## config.mk

```make
export PLATFORM = sky130hd
export DESIGN_NAME = iwr_top
export DESIGN_NICKNAME = d
export VERILOG_FILES = /design/src/pkg/iwr_pkg.sv /design/src/core/iwr_top.sv /design/src/core/iwr_fifo.sv /design/src/core/iwr_dda.sv
export SDC_FILE = /design/constraint.sdc
export NUM_CORES = 1
export LEC_CHECK = 0
export ABC_AREA = 1
export BUFFER_PORTS_ARGS = -buffer_cell sky130_fd_sc_hd__buf_2
export CORE_ASPECT_RATIO = 1.25
export CORE_MARGIN = 3
export CORE_UTILIZATION = 48
export CTS_CLUSTER_SIZE = 14
export DETAILED_ROUTE_END_ITERATION = 8
export PLACE_DENSITY = 0.72
export REMOVE_ABC_BUFFERS = 1
export SYNTH_ARGS = -nofsm -noshare
export SYNTH_HDL_FRONTEND = slang
export SYNTH_SLANG_ARGS = --single-unit
```

## constraint.sdc

```tcl
create_clock -name clk_sys_i -period 8.6 [get_ports clk_sys_i]
set_clock_uncertainty 0.15 [all_clocks]
set_input_delay 0 -clock clk_sys_i [delete_from_list [all_inputs] [get_ports clk_sys_i]]
set_output_delay 0 -clock clk_sys_i [all_outputs]
set_load 0.005 [all_outputs]
```

## src/pkg/iwr_pkg.sv

```systemverilog
// ============================================================
// Shared constants and carriers of the image window reducer
package iwr_pkg;

  // ============================================================
  // Widths
  localparam int unsigned FIELD_W    = 11;
  localparam int unsigned COORD_W    = 14;
  localparam int unsigned REG_AW     = 9;
  localparam int unsigned REG_DW     = 16;
  localparam int unsigned OUT_W      = 16;
  localparam int unsigned FIFO_DEPTH = 4;

  // ============================================================
  // Register offsets, printed indices
  localparam logic [8:0] ADDR_CTX_B_HPAN  = 9'h19F;
  localparam logic [8:0] ADDR_CTX_B_HZOOM = 9'h1A0;
  localparam logic [8:0] ADDR_CTX_B_HSIZE = 9'h1A1;
  localparam logic [8:0] ADDR_CTX_B_VPAN  = 9'h1A2;
  localparam logic [8:0] ADDR_CTX_B_VZOOM = 9'h1A3;
  localparam logic [8:0] ADDR_CTX_B_VSIZE = 9'h1A4;
  localparam logic [8:0] ADDR_CTX_A_HPAN  = 9'h1A5;
  localparam logic [8:0] ADDR_CTX_A_HZOOM = 9'h1A6;
  localparam logic [8:0] ADDR_CTX_A_HSIZE = 9'h1A7;

  // ============================================================
  // Field positions
  localparam int unsigned PAN_CENTRE_BIT = 14;

  // ============================================================
  // Reset values
  localparam logic [10:0] RST_PAN     = 11'h000;
  localparam logic [10:0] RST_B_HZOOM = 11'h500;
  localparam logic [10:0] RST_B_HSIZE = 11'h500;
  localparam logic [10:0] RST_B_VZOOM = 11'h400;
  localparam logic [10:0] RST_B_VSIZE = 11'h400;
  localparam logic [10:0] RST_A_HZOOM = 11'h500;
  localparam logic [10:0] RST_A_HSIZE = 11'h280;

  // ============================================================
  // Centred origins
  localparam logic [13:0] H_ORIGIN = 14'h0280;
  localparam logic [13:0] V_ORIGIN = 14'h0200;

  // ============================================================
  // Carriers
  typedef struct packed {
    logic       sof;
    logic       sol;
    logic [7:0] c0;
    logic [7:0] c1;
    logic [7:0] c2;
  } iwr_pixel_t;

  typedef struct packed {
    logic        centre;
    logic [10:0] offset;
  } iwr_pan_t;

  typedef struct packed {
    iwr_pan_t    h_pan;
    logic [10:0] h_zoom;
    logic [10:0] h_size;
    iwr_pan_t    v_pan;
    logic [10:0] v_zoom;
    logic [10:0] v_size;
  } iwr_ctx_t;

  typedef struct packed {
    logic rgb_en;
    logic chroma_avg;
    logic byte_swap;
    logic chan_swap;
  } iwr_fmt_t;

endpackage : iwr_pkg

```

## src/core/iwr_top.sv

```systemverilog
`timescale 1ns/1ps
// Behaviour
// - chroma averaging bit set averages two neighbouring chroma bytes before output.
// - byte swap exchanges Y and C bytes in YCbCr, odd and even bytes in RGB.
// - channel swap exchanges Cb and Cr in YCbCr, red and blue in RGB.
// - RGB enable clear selects YCbCr, set selects RGB; it steers the swaps.
// - horizontal origin is column zero when select clear, column 640 when set.
// - horizontal pan is unsigned from zero, two's complement from centre.
// - vertical origin is row zero when select clear, row 512 when set.
// - vertical pan is unsigned from row zero, two's complement from row 512.
// - context B registers its whole set, context A only the horizontal part (vertical from input ports); active context's set is used.
// - zoom window width comes from each context's 11-bit horizontal zoom.
// - zoom window height comes from each context's 11-bit vertical zoom.
// - context B resets to zero pans, 0x0500 widths and 0x0400 heights.
// - context A resets to zero pan, 0x0500 zoom width, 0x0280 output width.
module iwr_top
  import iwr_pkg::*;
(
  input  wire logic              clk_sys_i,
  input  wire logic              rst_b_i,
  // Register port
  input  wire logic [REG_AW-1:0] reg_addr_i,
  input  wire logic [REG_DW-1:0] reg_wdata_i,
  input  wire logic              reg_wr_i,
  output logic [REG_DW-1:0]      reg_rdata_o,
  // Loose configuration
  input  wire logic              ctx_b_sel_i,
  input  wire iwr_pan_t          ctx_a_vertical_pan_i,
  input  wire logic [10:0]       ctx_a_vertical_zoom_i,
  input  wire logic [10:0]       ctx_a_vertical_out_size_i,
  input  wire iwr_fmt_t          fmt_i,
  // Pixel stream from the colour pipeline
  input  wire logic              in_valid_i,
  output logic                   in_ready_o,
  input  wire iwr_pixel_t        in_pixel_i,
  // Formatted stream to the output interface
  output logic                   out_valid_o,
  input  wire logic              out_ready_i,
  output logic [OUT_W-1:0]       out_data_o
);

  // ============================================================
  // Register file
  iwr_pan_t    b_hpan;
  logic [10:0] b_hzoom;
  logic [10:0] b_hsize;
  iwr_pan_t    b_vpan;
  logic [10:0] b_vzoom;
  logic [10:0] b_vsize;
  iwr_pan_t    a_hpan;
  logic [10:0] a_hzoom;
  logic [10:0] a_hsize;

  // Write strobes per register
  wire wr_b_hpan  = reg_wr_i && (reg_addr_i == ADDR_CTX_B_HPAN);
  wire wr_b_hzoom = reg_wr_i && (reg_addr_i == ADDR_CTX_B_HZOOM);
  wire wr_b_hsize = reg_wr_i && (reg_addr_i == ADDR_CTX_B_HSIZE);
  wire wr_b_vpan  = reg_wr_i && (reg_addr_i == ADDR_CTX_B_VPAN);
  wire wr_b_vzoom = reg_wr_i && (reg_addr_i == ADDR_CTX_B_VZOOM);
  wire wr_b_vsize = reg_wr_i && (reg_addr_i == ADDR_CTX_B_VSIZE);
  wire wr_a_hpan  = reg_wr_i && (reg_addr_i == ADDR_CTX_A_HPAN);
  wire wr_a_hzoom = reg_wr_i && (reg_addr_i == ADDR_CTX_A_HZOOM);
  wire wr_a_hsize = reg_wr_i && (reg_addr_i == ADDR_CTX_A_HSIZE);

  // Pan fields keep only the origin select and the offset
  iwr_pan_t wr_pan;
  assign wr_pan = '{centre: reg_wdata_i[PAN_CENTRE_BIT], offset: reg_wdata_i[FIELD_W-1:0]};

  // Defaults of both contexts
  always_ff @(posedge clk_sys_i or negedge rst_b_i) begin
    if (!rst_b_i) begin
      b_hpan  <= '{centre: 1'b0, offset: RST_PAN};
      b_hzoom <= RST_B_HZOOM;
      b_hsize <= RST_B_HSIZE;
      b_vpan  <= '{centre: 1'b0, offset: RST_PAN};
      b_vzoom <= RST_B_VZOOM;
      b_vsize <= RST_B_VSIZE;
      a_hpan  <= '{centre: 1'b0, offset: RST_PAN};
      a_hzoom <= RST_A_HZOOM;
      a_hsize <= RST_A_HSIZE;
    end else begin
      if (wr_b_hpan)  b_hpan  <= wr_pan;
      if (wr_b_hzoom) b_hzoom <= reg_wdata_i[FIELD_W-1:0];
      if (wr_b_hsize) b_hsize <= reg_wdata_i[FIELD_W-1:0];
      if (wr_b_vpan)  b_vpan  <= wr_pan;
      if (wr_b_vzoom) b_vzoom <= reg_wdata_i[FIELD_W-1:0];
      if (wr_b_vsize) b_vsize <= reg_wdata_i[FIELD_W-1:0];
      if (wr_a_hpan)  a_hpan  <= wr_pan;
      if (wr_a_hzoom) a_hzoom <= reg_wdata_i[FIELD_W-1:0];
      if (wr_a_hsize) a_hsize <= reg_wdata_i[FIELD_W-1:0];
    end
  end

  // ============================================================
  // Read-back; reserved bits and unmapped indices read zero
  function automatic logic [REG_DW-1:0] pan_word(iwr_pan_t p);
    pan_word = {1'b0, p.centre, 3'h0, p.offset};
  endfunction : pan_word

  logic [REG_DW-1:0] rd_mux;
  always_comb begin
    case (reg_addr_i)
      ADDR_CTX_B_HPAN:  rd_mux = pan_word(b_hpan);
      ADDR_CTX_B_HZOOM: rd_mux = {5'h00, b_hzoom};
      ADDR_CTX_B_HSIZE: rd_mux = {5'h00, b_hsize};
      ADDR_CTX_B_VPAN:  rd_mux = pan_word(b_vpan);
      ADDR_CTX_B_VZOOM: rd_mux = {5'h00, b_vzoom};
      ADDR_CTX_B_VSIZE: rd_mux = {5'h00, b_vsize};
      ADDR_CTX_A_HPAN:  rd_mux = pan_word(a_hpan);
      ADDR_CTX_A_HZOOM: rd_mux = {5'h00, a_hzoom};
      ADDR_CTX_A_HSIZE: rd_mux = {5'h00, a_hsize};
      default:          rd_mux = 16'h0000;
    endcase
  end

  // Read data is registered, one cycle after the index
  always_ff @(posedge clk_sys_i or negedge rst_b_i) begin
    if (!rst_b_i) reg_rdata_o <= 16'h0000;
    else          reg_rdata_o <= rd_mux;
  end

  // ============================================================
  // Context selection; a switch takes effect only at a frame start
  iwr_ctx_t ctx_a;
  iwr_ctx_t ctx_b;
  iwr_ctx_t ctx;
  logic     sel_b;
  logic     cur_sel_b;
  wire      take = in_valid_i && in_ready_o;

  assign ctx_a = '{h_pan: a_hpan, h_zoom: a_hzoom, h_size: a_hsize,
                   v_pan: ctx_a_vertical_pan_i, v_zoom: ctx_a_vertical_zoom_i,
                   v_size: ctx_a_vertical_out_size_i};
  assign ctx_b = '{h_pan: b_hpan, h_zoom: b_hzoom, h_size: b_hsize,
                   v_pan: b_vpan, v_zoom: b_vzoom, v_size: b_vsize};
  // Switching mid-frame would tear the image, so hold the choice until sof
  assign cur_sel_b = in_pixel_i.sof ? ctx_b_sel_i : sel_b;
  assign ctx       = cur_sel_b ? ctx_b : ctx_a;

  always_ff @(posedge clk_sys_i or negedge rst_b_i) begin
    if (!rst_b_i)                   sel_b <= 1'b0;
    else if (take && in_pixel_i.sof) sel_b <= ctx_b_sel_i;
  end

  // ============================================================
  // Sensor coordinates of the pixel at the input
  logic [COORD_W-1:0] col;
  logic [COORD_W-1:0] row;
  logic [COORD_W-1:0] cur_col;
  logic [COORD_W-1:0] cur_row;

  assign cur_col = in_pixel_i.sol ? '0 : col + 1'b1;
  assign cur_row = in_pixel_i.sof ? '0 : (in_pixel_i.sol ? row + 1'b1 : row);

  always_ff @(posedge clk_sys_i or negedge rst_b_i) begin
    if (!rst_b_i) begin
      col <= '0;
      row <= '0;
    end else if (take) begin
      col <= cur_col;
      row <= cur_row;
    end
  end

  // ============================================================
  // Window placement from origin, pan and zoom
  // Centred windows sit with their middle on the origin plus pan
  function automatic logic signed [COORD_W-1:0] win_start(iwr_pan_t p, logic [10:0] zoom,
                                                          logic [COORD_W-1:0] origin);
    logic signed [COORD_W-1:0] off_s;
    logic signed [COORD_W-1:0] half;
    off_s = COORD_W'(signed'(p.offset));
    half  = signed'({4'h0, zoom[10:1]});
    if (p.centre) win_start = signed'(origin) + off_s - half;
    else          win_start = signed'({3'h0, p.offset});
  endfunction : win_start

  logic signed [COORD_W-1:0] h_start;
  logic signed [COORD_W-1:0] h_end;
  logic signed [COORD_W-1:0] v_start;
  logic signed [COORD_W-1:0] v_end;
  logic                      h_in;
  logic                      v_in;

  assign h_start = win_start(ctx.h_pan, ctx.h_zoom, H_ORIGIN);
  assign h_end   = h_start + signed'({3'h0, ctx.h_zoom});
  assign v_start = win_start(ctx.v_pan, ctx.v_zoom, V_ORIGIN);
  assign v_end   = v_start + signed'({3'h0, ctx.v_zoom});
  assign h_in    = (signed'(cur_col) >= h_start) && (signed'(cur_col) < h_end);
  assign v_in    = (signed'(cur_row) >= v_start) && (signed'(cur_row) < v_end);

  // ============================================================
  // Scaling: horizontal and vertical decimation accumulators
  // Relies on size never exceeding zoom, otherwise every sample is kept
  logic h_keep;
  logic v_keep;
  logic line_keep;
  logic cur_line_keep;
  logic pix_keep;

  iwr_dda u_h_dda (
    .clk_sys_i (clk_sys_i),
    .rst_b_i   (rst_b_i),
    .restart_i (take && in_pixel_i.sol),
    .advance_i (take && h_in),
    .step_i    (ctx.h_size),
    .modulus_i (ctx.h_zoom),
    .keep_o    (h_keep)
  );

  iwr_dda u_v_dda (
    .clk_sys_i (clk_sys_i),
    .rst_b_i   (rst_b_i),
    .restart_i (take && in_pixel_i.sof),
    .advance_i (take && in_pixel_i.sol && v_in),
    .step_i    (ctx.v_size),
    .modulus_i (ctx.v_zoom),
    .keep_o    (v_keep)
  );

  // Row decision is made once, on the first pixel of the line
  assign cur_line_keep = in_pixel_i.sol ? (v_in && v_keep) : line_keep;
  assign pix_keep      = cur_line_keep && h_in && h_keep;

  always_ff @(posedge clk_sys_i or negedge rst_b_i) begin
    if (!rst_b_i)  line_keep <= 1'b0;
    else if (take) line_keep <= cur_line_keep;
  end

  // ============================================================
  // Output formatting
  logic [7:0]  prev_cb;
  logic [7:0]  prev_cr;
  logic        phase;
  logic        cur_phase;
  logic        first;
  logic [7:0]  cb_now;
  logic [7:0]  cr_now;
  logic [8:0]  cb_sum;
  logic [8:0]  cr_sum;
  logic [7:0]  cb_out;
  logic [7:0]  cr_out;
  logic [7:0]  chroma;
  logic [7:0]  red;
  logic [7:0]  blue;
  logic [15:0] rgb_word;
  logic [15:0] ycc_word;
  logic [15:0] fmt_word;

  // Chroma phase restarts on every line so lines start on the same channel
  assign first     = in_pixel_i.sol;
  assign cur_phase = first ? 1'b0 : phase;

  // Average with the previous kept pixel; the first of a line pairs with itself
  assign cb_now = in_pixel_i.c1;
  assign cr_now = in_pixel_i.c2;
  assign cb_sum = {1'b0, cb_now} + {1'b0, (first ? cb_now : prev_cb)};
  assign cr_sum = {1'b0, cr_now} + {1'b0, (first ? cr_now : prev_cr)};
  assign cb_out = fmt_i.chroma_avg ? cb_sum[8:1] : cb_now;
  assign cr_out = fmt_i.chroma_avg ? cr_sum[8:1] : cr_now;

  // Channel swap inverts which chroma a phase carries
  assign chroma   = (cur_phase ^ fmt_i.chan_swap) ? cr_out : cb_out;
  assign ycc_word = fmt_i.byte_swap ? {chroma, in_pixel_i.c0}
                                    : {in_pixel_i.c0, chroma};

  // RGB packs as 565; swaps act on channels and bytes
  assign red      = fmt_i.chan_swap ? in_pixel_i.c2 : in_pixel_i.c0;
  assign blue     = fmt_i.chan_swap ? in_pixel_i.c0 : in_pixel_i.c2;
  assign rgb_word = fmt_i.byte_swap ? {in_pixel_i.c1[4:2], blue[7:3], red[7:3], in_pixel_i.c1[7:5]}
                                    : {red[7:3], in_pixel_i.c1[7:2], blue[7:3]};
  assign fmt_word = fmt_i.rgb_en ? rgb_word : ycc_word;

  always_ff @(posedge clk_sys_i or negedge rst_b_i) begin
    if (!rst_b_i) begin
      phase   <= 1'b0;
      prev_cb <= 8'h00;
      prev_cr <= 8'h00;
    end else if (take && pix_keep) begin
      phase   <= ~cur_phase;
      prev_cb <= cb_now;
      prev_cr <= cr_now;
    end else if (take && first) begin
      phase   <= 1'b0;
    end
  end

  // ============================================================
  // Output buffering and the registered output stage
  logic             fifo_valid;
  logic [OUT_W-1:0] fifo_data;
  wire              stage_load = !out_valid_o || out_ready_i;

  // Input ready follows buffer space, so back-pressure reaches the pipeline
  iwr_fifo #(
    .W     (OUT_W),
    .DEPTH (FIFO_DEPTH)
  ) u_fifo (
    .clk_sys_i  (clk_sys_i),
    .rst_b_i    (rst_b_i),
    .wr_valid_i (in_valid_i && pix_keep),
    .wr_ready_o (in_ready_o),
    .wr_data_i  (fmt_word),
    .rd_valid_o (fifo_valid),
    .rd_ready_i (stage_load),
    .rd_data_o  (fifo_data)
  );

  always_ff @(posedge clk_sys_i or negedge rst_b_i) begin
    if (!rst_b_i) begin
      out_valid_o <= 1'b0;
      out_data_o  <= 16'h0000;
    end else if (stage_load) begin
      out_valid_o <= fifo_valid;
      if (fifo_valid) out_data_o <= fifo_data;
    end
  end

endmodule : iwr_top

```

## src/core/iwr_fifo.sv

```systemverilog
`timescale 1ns/1ps
// ============================================================
// Small synchronous FIFO with registered write ready
module iwr_fifo #(
  parameter int unsigned W     = 16,
  parameter int unsigned DEPTH = 4
) (
  input  wire logic         clk_sys_i,
  input  wire logic         rst_b_i,
  input  wire logic         wr_valid_i,
  output logic              wr_ready_o,
  input  wire logic [W-1:0] wr_data_i,
  output logic              rd_valid_o,
  input  wire logic         rd_ready_i,
  output logic [W-1:0]      rd_data_o
);
  localparam int unsigned PW = (DEPTH > 1) ? $clog2(DEPTH) : 1;

  logic [W-1:0]  mem [DEPTH];
  logic [PW-1:0] wr_ptr;
  logic [PW-1:0] rd_ptr;
  logic [PW:0]   count;
  logic [PW:0]   next_count;
  wire           do_wr = wr_valid_i && wr_ready_o;
  wire           do_rd = rd_valid_o && rd_ready_i;

  // Occupancy after this edge
  assign next_count = count + {{PW{1'b0}}, do_wr} - {{PW{1'b0}}, do_rd};
  assign rd_valid_o = (count != '0);
  assign rd_data_o  = mem[rd_ptr];

  // Ready is registered so it can leave the block straight from a flop
  always_ff @(posedge clk_sys_i or negedge rst_b_i) begin
    if (!rst_b_i) begin
      wr_ptr     <= '0;
      rd_ptr     <= '0;
      count      <= '0;
      wr_ready_o <= 1'b1;
    end else begin
      if (do_wr) wr_ptr <= (wr_ptr == PW'(DEPTH - 1)) ? '0 : wr_ptr + 1'b1;
      if (do_rd) rd_ptr <= (rd_ptr == PW'(DEPTH - 1)) ? '0 : rd_ptr + 1'b1;
      count      <= next_count;
      wr_ready_o <= (next_count < (PW + 1)'(DEPTH));
    end
  end

  // Storage has no reset
  always_ff @(posedge clk_sys_i) begin
    if (do_wr) mem[wr_ptr] <= wr_data_i;
  end
endmodule : iwr_fifo

```

## src/core/iwr_dda.sv

```systemverilog
`timescale 1ns/1ps
// ============================================================
// Decimating accumulator: keeps step of every modulus samples
module iwr_dda (
  input  wire logic        clk_sys_i,
  input  wire logic        rst_b_i,
  input  wire logic        restart_i,
  input  wire logic        advance_i,
  input  wire logic [10:0] step_i,
  input  wire logic [10:0] modulus_i,
  output logic             keep_o
);
  logic [11:0] acc;
  logic [11:0] base;
  logic [11:0] sum;

  // Restart acts on the same sample, so the first sample of a span is judged from zero
  assign base   = restart_i ? 12'h000 : acc;
  assign sum    = base + {1'b0, step_i};
  assign keep_o = (sum >= {1'b0, modulus_i});

  always_ff @(posedge clk_sys_i or negedge rst_b_i) begin
    if (!rst_b_i) begin
      acc <= 12'h000;
    end else if (advance_i) begin
      acc <= keep_o ? sum - {1'b0, modulus_i} : sum;
    end else if (restart_i) begin
      acc <= 12'h000;
    end
  end
endmodule : iwr_dda

```

# Word-level counts from Yosys, hierarchy flattened
# Memories as Yosys holds them, arrays and structs flattened. A register that Yosys moved wholly into a read port is not among the register bits.
# Cells that the tools add are included.
# W data, S select, Z words.
# totals
ram_bits	64
inputBits	95
wordCells	127
memories	1
reg_bits	198
output_inout_bits	34
# memory_table
name	words	word_bits	read_ports	rd_ports_with_merged_regs	write_ports	line_no	text
u_fifo.mem	4	16	1	1	1	iwr_fifo.sv:19	logic [W-1:0] mem [DEPTH];
# op_classes
mux	32
n_lt_le_gt_ge	7
n_bitwise	2
addsub	18
n_reduce_logical	29
n_eq_ne	11
# ops
cell	n
$pmux W15 S9	1
$eq A9 B9 Y1 const B	9
$mux W12	6
$mux W14	5
$mux W68	1
$mux W8	7
$mux W16	3
$add A14 B1 Y14 const B	2
$add A14 B12 Y14	2
$ge A14 B14 Y1	2
$lt A14 B14 Y1	2
$sub A12 B11 Y13	2
$add A11 B11 Y12 const A	2
$add A12 B11 Y12	2
$ge A12 B11 Y1	2
$sub A12 B11 Y12	2
$logic_and A1 B1 Y1	23
$add A8 B8 Y9	2
$mux W1	7
$add A2 B1 Y2 const B	2
$eq A2 B2 Y1 const B	2
$mux W2	2
$add A3 B1 Y3	1
$lt A3 B3 Y1 const B	1
other kinds (8)	9

# Longest topological paths before layout
# Gate-level depths: netlist of the first run.
# logic_depth
word_depth	17
ltp_mapped	52
ltp_nobuf	48

# Cells and area by module
# Synthesis of the first run repeated with hierarchy kept, for this count alone.
# hier_totals
hier_cells	2911
hier_area_um2	21613.2
# modules_own_cells
mod	n_inst	seq_area_each_um2	area_each_um2	cells_per_inst
iwr_top	1	4466.8	14358.8	2004
iwr_fifo	1	2123.3	3225.6	245
iwr_dda at u_v_dda	1	300.3	2053.2	341
iwr_dda at u_h_dda	1	300.3	1975.6	321

# Worst setup path before layout of the first run
# Ideal clock, no wire load.
# synth_path
path_type	reg-to-reg
from	register sel_b
to	memory u_fifo.mem[0][0], enable pin
setup_time_ns	0.389
period_less_slack_ns	6.860
arrival_time_ns	6.321
path_buffers	4
required_time_ns	8.061
slack_ns	1.740
stages_incl_launch_ff	45
cell_sequence	dfrtp_1 -> nand2_2 -> nand2_4 -> clkbuf_1 -> buf_2 -> buf_2 -> nand2_1 -> o21ai_0 -> inv_1 -> ha_1 -> inv_1 -> ha_1 -> inv_1 -> fa_1 -> nor2_1 -> o21ai_0 -> o21ai_0 -> inv_1 -> [9 not listed] -> nand2_1 -> nand2_1 -> nand2_1 -> nand2_1 -> ha_1 -> nand2_1 -> nor2_1 -> or2_2 -> a21oi_1 -> nand2_2 -> nand2_2 -> nand2_2 -> nor2_2 -> nand2_2 -> nand2_4 -> nand2_4 -> buf_4 -> nor2_1
# synth_between
elab_chain_len	16
word_cells_on_any_way	28
cone_classes	add/sub (8); order compare (6); mux (7); reduce/logical (7)
# synth_lines
item	line_no	text
start, declared	iwr_top.sv:127	logic sel_b;
start signal, assigned	iwr_top.sv:142	else if (take && in_pixel_i.sof) sel_b <= ctx_b_sel_i;
$mux W1 (*)	iwr_top.sv:137	assign cur_sel_b = in_pixel_i.sof ? ctx_b_sel_i : sel_b;
$mux W68 (*)	iwr_top.sv:138	assign ctx = cur_sel_b ? ctx_b : ctx_a;
$add A11 B11 Y12	iwr_top.sv:174	if (p.centre) win_start = signed'(origin) + off_s - half;
$sub A12 B11 Y13	iwr_top.sv:174	
$mux W14	iwr_top.sv:174	
$add A14 B12 Y14	iwr_top.sv:188	assign v_end = v_start + signed'({3'h0, ctx.v_zoom});
$lt A14 B14 Y1	iwr_top.sv:190	assign v_in = (signed'(cur_row) >= v_start) && (signed'(cur_row) < v_end);
$logic_and A1 B1 Y1	iwr_top.sv:190	
$logic_and A1 B1 Y1	iwr_top.sv:222	assign cur_line_keep = in_pixel_i.sol ? (v_in && v_keep) : line_keep;
$mux W1	iwr_top.sv:222	
$logic_and A1 B1 Y1	iwr_top.sv:223	assign pix_keep = cur_line_keep && h_in && h_keep;
$logic_and A1 B1 Y1 (*)	iwr_top.sv:223	
$logic_and A1 B1 Y1 (*)	iwr_top.sv:301	.wr_valid_i (in_valid_i && pix_keep),
$logic_and A1 B1 Y1 (*)	iwr_fifo.sv:24	wire do_wr = wr_valid_i && wr_ready_o;
$mux W1 (*)	iwr_fifo.sv:49	if (do_wr) mem[wr_ptr] <= wr_data_i;
$mux W1 (not written as such) (*)	iwr_fifo.sv:49	
end, declared	iwr_fifo.sv:19	
# Every way passes the cells marked *; elsewhere a longest branch is shown, timed or not.

# Final worst setup path of the first run
# layout_path
from	register sel_b
to	register u_fifo.wr_ready_o
# layout_between
elab_chain_len	17
word_cells_on_any_way	29
cone_classes	add/sub (10); order compare (7); mux (5); reduce/logical (7)
# layout_lines
item	line_no	text
$mux W1 (*)	iwr_top.sv:137	
$mux W68 (*)	iwr_top.sv:138	
$add A11 B11 Y12	iwr_top.sv:174	
$sub A12 B11 Y13	iwr_top.sv:174	
$mux W14	iwr_top.sv:174	
$add A14 B12 Y14	iwr_top.sv:188	
$lt A14 B14 Y1	iwr_top.sv:190	
$logic_and A1 B1 Y1	iwr_top.sv:190	
[3 not listed]	n/a	
$logic_and A1 B1 Y1 (*)	iwr_top.sv:223	
$logic_and A1 B1 Y1 (*)	iwr_top.sv:301	
$logic_and A1 B1 Y1 (*)	iwr_fifo.sv:24	
named net u_fifo.do_wr	iwr_fifo.sv:24	
$add A3 B1 Y3 (*)	iwr_fifo.sv:28	assign next_count = count + {{PW{1'b0}}, do_wr} - {{PW{1'b0}}, do_rd};
$sub A3 B1 Y3 (*)	iwr_fifo.sv:28	
named net u_fifo.next_count[2]	iwr_fifo.sv:23	logic [PW:0] next_count;
$lt A3 B3 Y1 (*)	iwr_fifo.sv:43	wr_ready_o <= (next_count < (PW + 1)'(DEPTH));
end signal, assigned	iwr_fifo.sv:43	
end, declared	iwr_fifo.sv:11	output logic wr_ready_o,
# The timed path passes the listed nets; every way through them passes the cells marked *.
# A chain may end at the register's enable or synchronous reset.

==> qor.yml, run 1 <==
dp_hpwl_um: 43300
drc: 0
clock_latency_ns: 0.57
p_seq_share_pct: 26.9
rr_worst_depth: 44
antenna_left: 0
synth_flop_cell: "dfrtp_1"
mostFrequentLayoutCells: "649 x nand2_1, 348 x inv_1, 334 x o21ai_0"
synth.distinct_cells: 60
netlist_instances: 2717
synth-async-reset-ratio_pct: 76.6
dp_slack_ns: 0.881
worstMarginPinSlew_ns: 1.16
clkPwrFrac_pct: 22.2
num_rows: 83
clk_pin_slew_ns: 0.06
cpPeakStageDelay_ns: 0.73
p_leak_nw: 11.1
vdd_drop_max_uv: 234
avgSynthCellArea_um2: 7.43
cp_top_family: "simple AND/OR/NAND/NOR gates"
clockRootBuffer: "clkbuf_16"
hold_depth: 3
critical_path.endpoint_type: "flop"
cts_tree: "done"
worstReg2RegStart: "sel_b"
yosysSeqAreaShare_pct: 35.6
finalWirelength_um: 57600
cp.required_ns: 8.94
slew_headroom_pct: 22.6
period_share_pct: 90.9
clock_path_buffers: 3
ios: 129
cts.sink_count: 274
fin_hold_ws_ns: 0.0136
cts_buffers: 31
via_per_inst: 5.46
grt_overflow: 0
die_area_um2: 44600
initial_utilization_pct: 48.8
drtIter0Drc: 1475
synth_area_um2: 20200
area.growth.synth_to_final_pct: 13.1
drive_above_1_share_pct: 8.78
grt_pass1_vias: 18242
setup_viol: 0
mostFrequentLayoutCell: "nand2_1"
ys_ff_latch: 274
dr_total_vias: 18743
path_common_cell: "nand2_1"
dr.pass1.iters: 6
arrival_ns: 8.16
p_int_mw: 3.49
worstHoldStart: "out_ready_i"
cp-start-kind: "flop"
power_density_nw_per_um2: 270
rsz0062_at_grt: "no"
p_switching_mw: 2.68
worst_slack_ns: 0.786
wl_per_cell_um: 16.8
status: "complete, no violations"
switching_share_pct: 43.4
fmax_mhz: 128
die_h_um: 235
portBuffers: 120
hold_end: "out_valid_o"
path_buf_inv: 8
die_w_um: 189
reg2reg_slack_ns: 0.79
drv_cap: 0
cp_slowest_cell: "o21ai_0"
antenna_cells: 0
grt_pass1_wl_um: 91200
fill_cells: 3883
reg2reg_to: "u_fifo.wr_ready_o"
cp_max_fo: 42
antenna_found_initial: 0
worstSetupPathType: "reg2reg"
synth_edf_count: 64
finalCriticalPeriod_ns: 7.81
synth_warnings: 0
path_depth: 44
drv_slew: 0
grt_max_degree: 107
final_nets: 3142
core_um2: 41300
hold_class: "in2reg"
postCtsSetupRepairBufs: 0
grtUsageTotal_pct: 25.0
cts_htree_levels: 1
multi_input_area_um2: 11200
hold_viol_final: 0
gp_congestion: 0.944
regArea_um2: 7190
finalSetupTns_ns: 0
comb_power_share_pct: 50.8
==> state kept, by name, indices dropped and copies added, names as in the netlist, 11 cells and up <==
| register | flops |
|---|---|
| u_h_dda.acc | 12 |
| b_vpan | 12 |
| reg_rdata_o | 12 |
| out_data_o | 16 |
| a_hsize | 11 |
| u_fifo.mem | 64 |
| b_hpan | 12 |
| u_v_dda.acc | 12 |
| b_vsize | 11 |
| a_hpan | 12 |
| b_hsize | 11 |
| row | 14 |
| col | 14 |
| b_hzoom | 11 |
| b_vzoom | 11 |
| a_hzoom | 11 |
==> worst max-delay path by stage <==
stage / slack (ns) / startpoint / to
after floorplan: 1.12 / sel_b / u_fifo.mem[0][0]
after global placement: 1.01 / sel_b / u_fifo.wr_ready_o
after detailed placement: 0.88 / sel_b / u_fifo.wr_ready_o
after CTS: 0.82 / sel_b / u_fifo.wr_ready_o
after global routing: 0.03 / sel_b / u_fifo.wr_ready_o
final: 0.79 / sel_b / u_fifo.wr_ready_o
==> metal layers <==
metal / vias up / GRT usage [%] / wire length, µm
li1: 9278 / - / -
met1: 8788 / 30.5 / 23300
met3: 122 / 3.54 / 3270
met4: 0 / 9.48 / 2300
met5: - / 0 / 0
met2: 555 / 44.3 / 28700
==> cell usage after synthesis (8+ instances only) <==
library cell | instances | area share, %
nand4_1 | 25 | 0.78
mux2_2 | 8 | 0.45
dfstp_2 | 11 | 1.4
fa_1 | 11 | 1.1
clkbuf_1 | 66 | 1.2
buf_2 | 9 | 0.22
inv_2 | 8 | 0.15
a31oi_1 | 22 | 0.68
nand3_1 | 87 | 2.2
xor2_1 | 44 | 1.9
nand3_2 | 11 | 0.55
nor3_1 | 25 | 0.62
edfxtp_1 | 64 | 9.5
o21ai_1 | 9 | 0.22
o211ai_1 | 18 | 0.67
nor2_1 | 241 | 4.5
a21oi_1 | 179 | 4.4
nand2_2 | 8 | 0.25
dfrtp_1 | 199 | 25
inv_1 | 348 | 6.5
buf_4 | 10 | 0.37
o22ai_1 | 19 | 0.59
a221oi_1 | 15 | 0.65
nand2_1 | 649 | 12
xnor2_1 | 25 | 1.1
ha_1 | 180 | 11
o21ai_0 | 334 | 8.3
==> cell families after synthesis <==
family / count (synthesis) / synth area share, %
XOR/XNOR: 69 / 2.99
adder cells (fa/ha/maj): 191 / 12.3
flip-flops: 274 / 35.6
AND/OR/NAND/NOR: 1079 / 22.3
other: 1 / 0.0186
AO/OA/AOI/OAI: 638 / 17.2
multiplexers: 12 / 0.645
buffers and inverters: 453 / 8.95
==> area by class of cell <==
cell class                      count  area share, %
Timing Repair Buffer              196           5.83
Multi-Input combinational cell   1993           49.1
Clock inverter                     16          0.872
Tap cell                          552           3.03
Sequential cell                   274           31.5
Inverter                          360           5.93
Clock buffer                       42           3.76
==> repair_timing <==
action | in CTS | in global routing
hold buffers | 60 | 0
resized for setup | 0 | 0
endpoints found under the hold margin | 313 | 0
==> power groups by stage <==
stage	Clock (mW)	Combinational, mW	Sequential (mW)
floorplan	0	2.30	1.64
finish	1.37	3.13	1.66
global placement	0	2.99	1.68
CTS	1.39	3.13	1.66
global route	1.45	3.56	1.68
detailed placement	0	3.08	1.68
==> per-stage QoR <==
stage	area [µm²]	util, %	std cells	total power, mW
2_1_floorplan	19700	-	2627	3.95
4_1_cts	22800	55.2	3433	6.18
3_5_place_dp	21200	51.2	3315	4.77
3_3_place_gp	21200	51.2	3315	4.66
5_1_grt	22800	55.2	3433	6.69
6_report	22800	55.2	3433	6.17
==> worst reg2reg max path, delay by kind of cell (launching register included) <==
kind            cells  cell delay (ns)
simple gates       22             2.56
fa+ha+maj           7             2.04
compound gates      6             1.70
buf+inv             8             0.71
flops               1             0.38
xor+xnor            1             0.20
No activity file was read; power rests on OpenSTA's default activity.
==> run 2: changes to the inputs <==
- ABC_AREA: 1 -> unset
- PLACE_DENSITY: 0.72 -> 0.73
==> qor.yml, run 2 <==
grtUsageTotal_pct: 23.0
num_rows: 82
power_density_nw_per_um2: 250
wl_per_cell_um: 19.3
grt_pass1_vias: 15978
fill_cells: 3405
highest_layer: "met5"
grt_overflow: 0
yosys.area.top_type_share_pct: 25.0
worstSetupPathType: "reg2reg"
p_leak_nw: 10.9
synth.most_common_cell: "dfrtp_1"
mostFrequentLayoutCells: "199 x dfrtp_1, 186 x mux2_2, 180 x ha_1"
die_w_um: 188
drv_cap: 0
synth.distinct_cells: 88
reg_top3: "u_fifo.mem (64), out_data_o (16)"
cp.required_ns: 8.92
dr_wl_met2_um: 26400
die_area_um2: 44000
drive_above_1_share_pct: 21.2
p_switching_mw: 2.16
slew_headroom_pct: 24.1
p_int_mw: 3.54
clock_path_buffers: 3
cts_tree: "done"
cts_buffers: 29
design_power_total_mw: 5.70
avgSynthCellArea_um2: 10.3
hold_end: "out_valid_o"
synth-async-reset-ratio_pct: 76.6
dp_hpwl_um: 38700
ys_ff_latch: 274
mostFrequentLayoutCell: "dfrtp_1"
dr_total_vias: 15683
final_core_utilization_pct: 56.3
yosysSeqAreaShare_pct: 36.1
synthTopCellsByCount: "199 x dfrtp_1, 186 x mux2_2, 180 x ha_1"
antenna_found_initial: 1
drc: 0
finalCriticalPeriod_ns: 7.83
p_seq_share_pct: 28.5
cts.sink_count: 274
dr.pass1.iters: 5
status: "complete, no violations"
clkPwrFrac_pct: 24.1
grt_max_degree: 78
antenna_cells: 0
clock_latency_ns: 0.58
worstHoldStart: "out_ready_i"
hold_depth: 3
core_um2: 40500
largest_register_ffs: 64
cp_max_fo: 10
die_h_um: 234
cpPeakStageDelay_ns: 0.46
synth_edf_count: 64
top_register: "u_fifo.mem"
m1WireLength_um: 20600
synth_top_cell_by_area: "dfrtp_1"
gp_congestion: 0.894
ios: 129
area.growth.synth_to_final_pct: 14.5
worstReg2RegStart: "sel_b"
setup_viol: 0
vdd_drop_max_uv: 168
portBuffers: 120
path_common_cell: "ha_1"
period_share_pct: 91.0
rsz0062_at_grt: "no"
synth.area.top_cells: "dfrtp_1 25%, ha_1 11%, mux2_2 11%, edfxtp_1 9.6%, mux2i_1 5.1%"
hold_viol_final: 0
wl_met3_um: 2220
comb_power_share_pct: 47.5
clk_pin_slew_ns: 0.06
switching_share_pct: 37.9
drv_slew: 0
reg2reg_to: "u_fifo.count[2]"
finalWirelength_um: 51700
cp-start-kind: "flop"
reg2reg_slack_ns: 0.77
hold_class: "in2reg"
final_nets: 2391
cp_slowest_cell: "a21boi_2"
netlist_instances: 1937
rr_worst_depth: 33
cts_htree_levels: 1
grt_pass1_wl_um: 81900
arrival_ns: 8.15
worstMarginPinSlew_ns: 1.14
initial_utilization_pct: 49.2
antenna_left: 0
clockRootBuffer: "clkbuf_16"
synth_warnings: 0
drtIter0Drc: 872
synth_area_um2: 19900
fmax_mhz: 128
synth_flop_cell: "dfrtp_1"
critical_path.endpoint_type: "flop"
via_per_inst: 5.86
-- run 2: cell types whose count changed after synthesis, moves of 65 or more --
cell and delta:
nand2_1 -525, o21ai_0 -265, inv_1 -221, mux2_2 +178, nor2_1 -129, mux2i_1 +98
a21oi_1 -65
-- run 2: cell families after synthesis --
group / after synthesis / synth area share, %
compound gates: 398 / 13.2
xor+xnor: 95 / 4.21
fa+ha+maj: 193 / 12.5
buf+inv: 198 / 3.89
flops: 274 / 36.1
mux: 328 / 19.3
other cells: 1 / 0.0188
simple gates: 450 / 10.9
-- run 2: worst max path at each step --
stage	endpoint	cells past startpoint	slack, ns	start
floorplan	u_fifo.count[2]	33	-1.68	sel_b
global placement	u_fifo.count[2]	33	0.68	sel_b
detailed placement	u_fifo.count[2]	33	0.59	sel_b
CTS	u_fifo.count[2]	33	0.53	sel_b
global route	u_fifo.count[2]	33	0.25	sel_b
finish	u_fifo.count[2]	33	0.77	sel_b
-- run 2: stage by stage --
stage	hold slack [ns]	instances	setup TNS (ns)	cell area, µm²	setup slack, ns
4_1_cts	0.00864	2672	0	22800	0.530
5_1_grt	0.0207	2674	0	22800	0.251
2_1_floorplan	-0.446	1871	-102.59	19700	-1.68
3_5_place_dp	-0.114	2565	0	21200	0.586
3_3_place_gp	-0.118	2565	0	21200	0.679
6_report	0.0181	2674	0	22800	0.770
-- run 2: critical path: cells and delay by family, from the launching register on --
family | cells | cell delay [ns]
flip-flops | 1 | 0.40
AND/OR/NAND/NOR | 2 | 0.48
XOR/XNOR | 4 | 0.69
AO/OA/AOI/OAI | 13 | 2.85
adder cells (fa/ha/maj) | 7 | 2.10
buffers and inverters | 5 | 0.43
multiplexers | 2 | 0.58
-- run 2: area by class of cell --
type / count / area [µm²] / share of cell area (%)
repair buffers: 203 / 1410 / 6.17
clock buffers: 39 / 793 / 3.48
inverters: 129 / 484 / 2.12
well taps: 546 / 683 / 2.99
clock inverters: 15 / 251 / 1.10
multi-input cells: 1468 / 12000 / 52.6
flip-flops and latches: 274 / 7190 / 31.5
-- run 2: timing repair --
| action | 4_1_cts | 5_1_grt |
|---|---|---|
| endpoints found under the setup margin | 0 | 1 |
| hold endpoints to repair | 320 | 0 |
| setup buffers | 0 | 2 |
| hold buffers | 53 | 0 |
| gates resized for setup | 0 | 0 |
-- run 2: power by group through the flow --
stage	Combinational [mW]	Clock, mW	Sequential [mW]
3_5_place_dp	2.64	0	1.65
6_report	2.71	1.37	1.62
3_3_place_gp	2.56	0	1.64
2_1_floorplan	1.99	0	1.61
5_1_grt	2.99	1.44	1.64
4_1_cts	2.68	1.40	1.62
-- run 2: metal layers --
| metal | vias to the layer above | global-route usage, % |
|---|---|---|
| met5 | - | 0 |
| met4 | 2 | 11.0 |
| met3 | 151 | 2.57 |
| met2 | 408 | 41.8 |
| met1 | 7703 | 27.3 |
| li1 | 7419 | - |
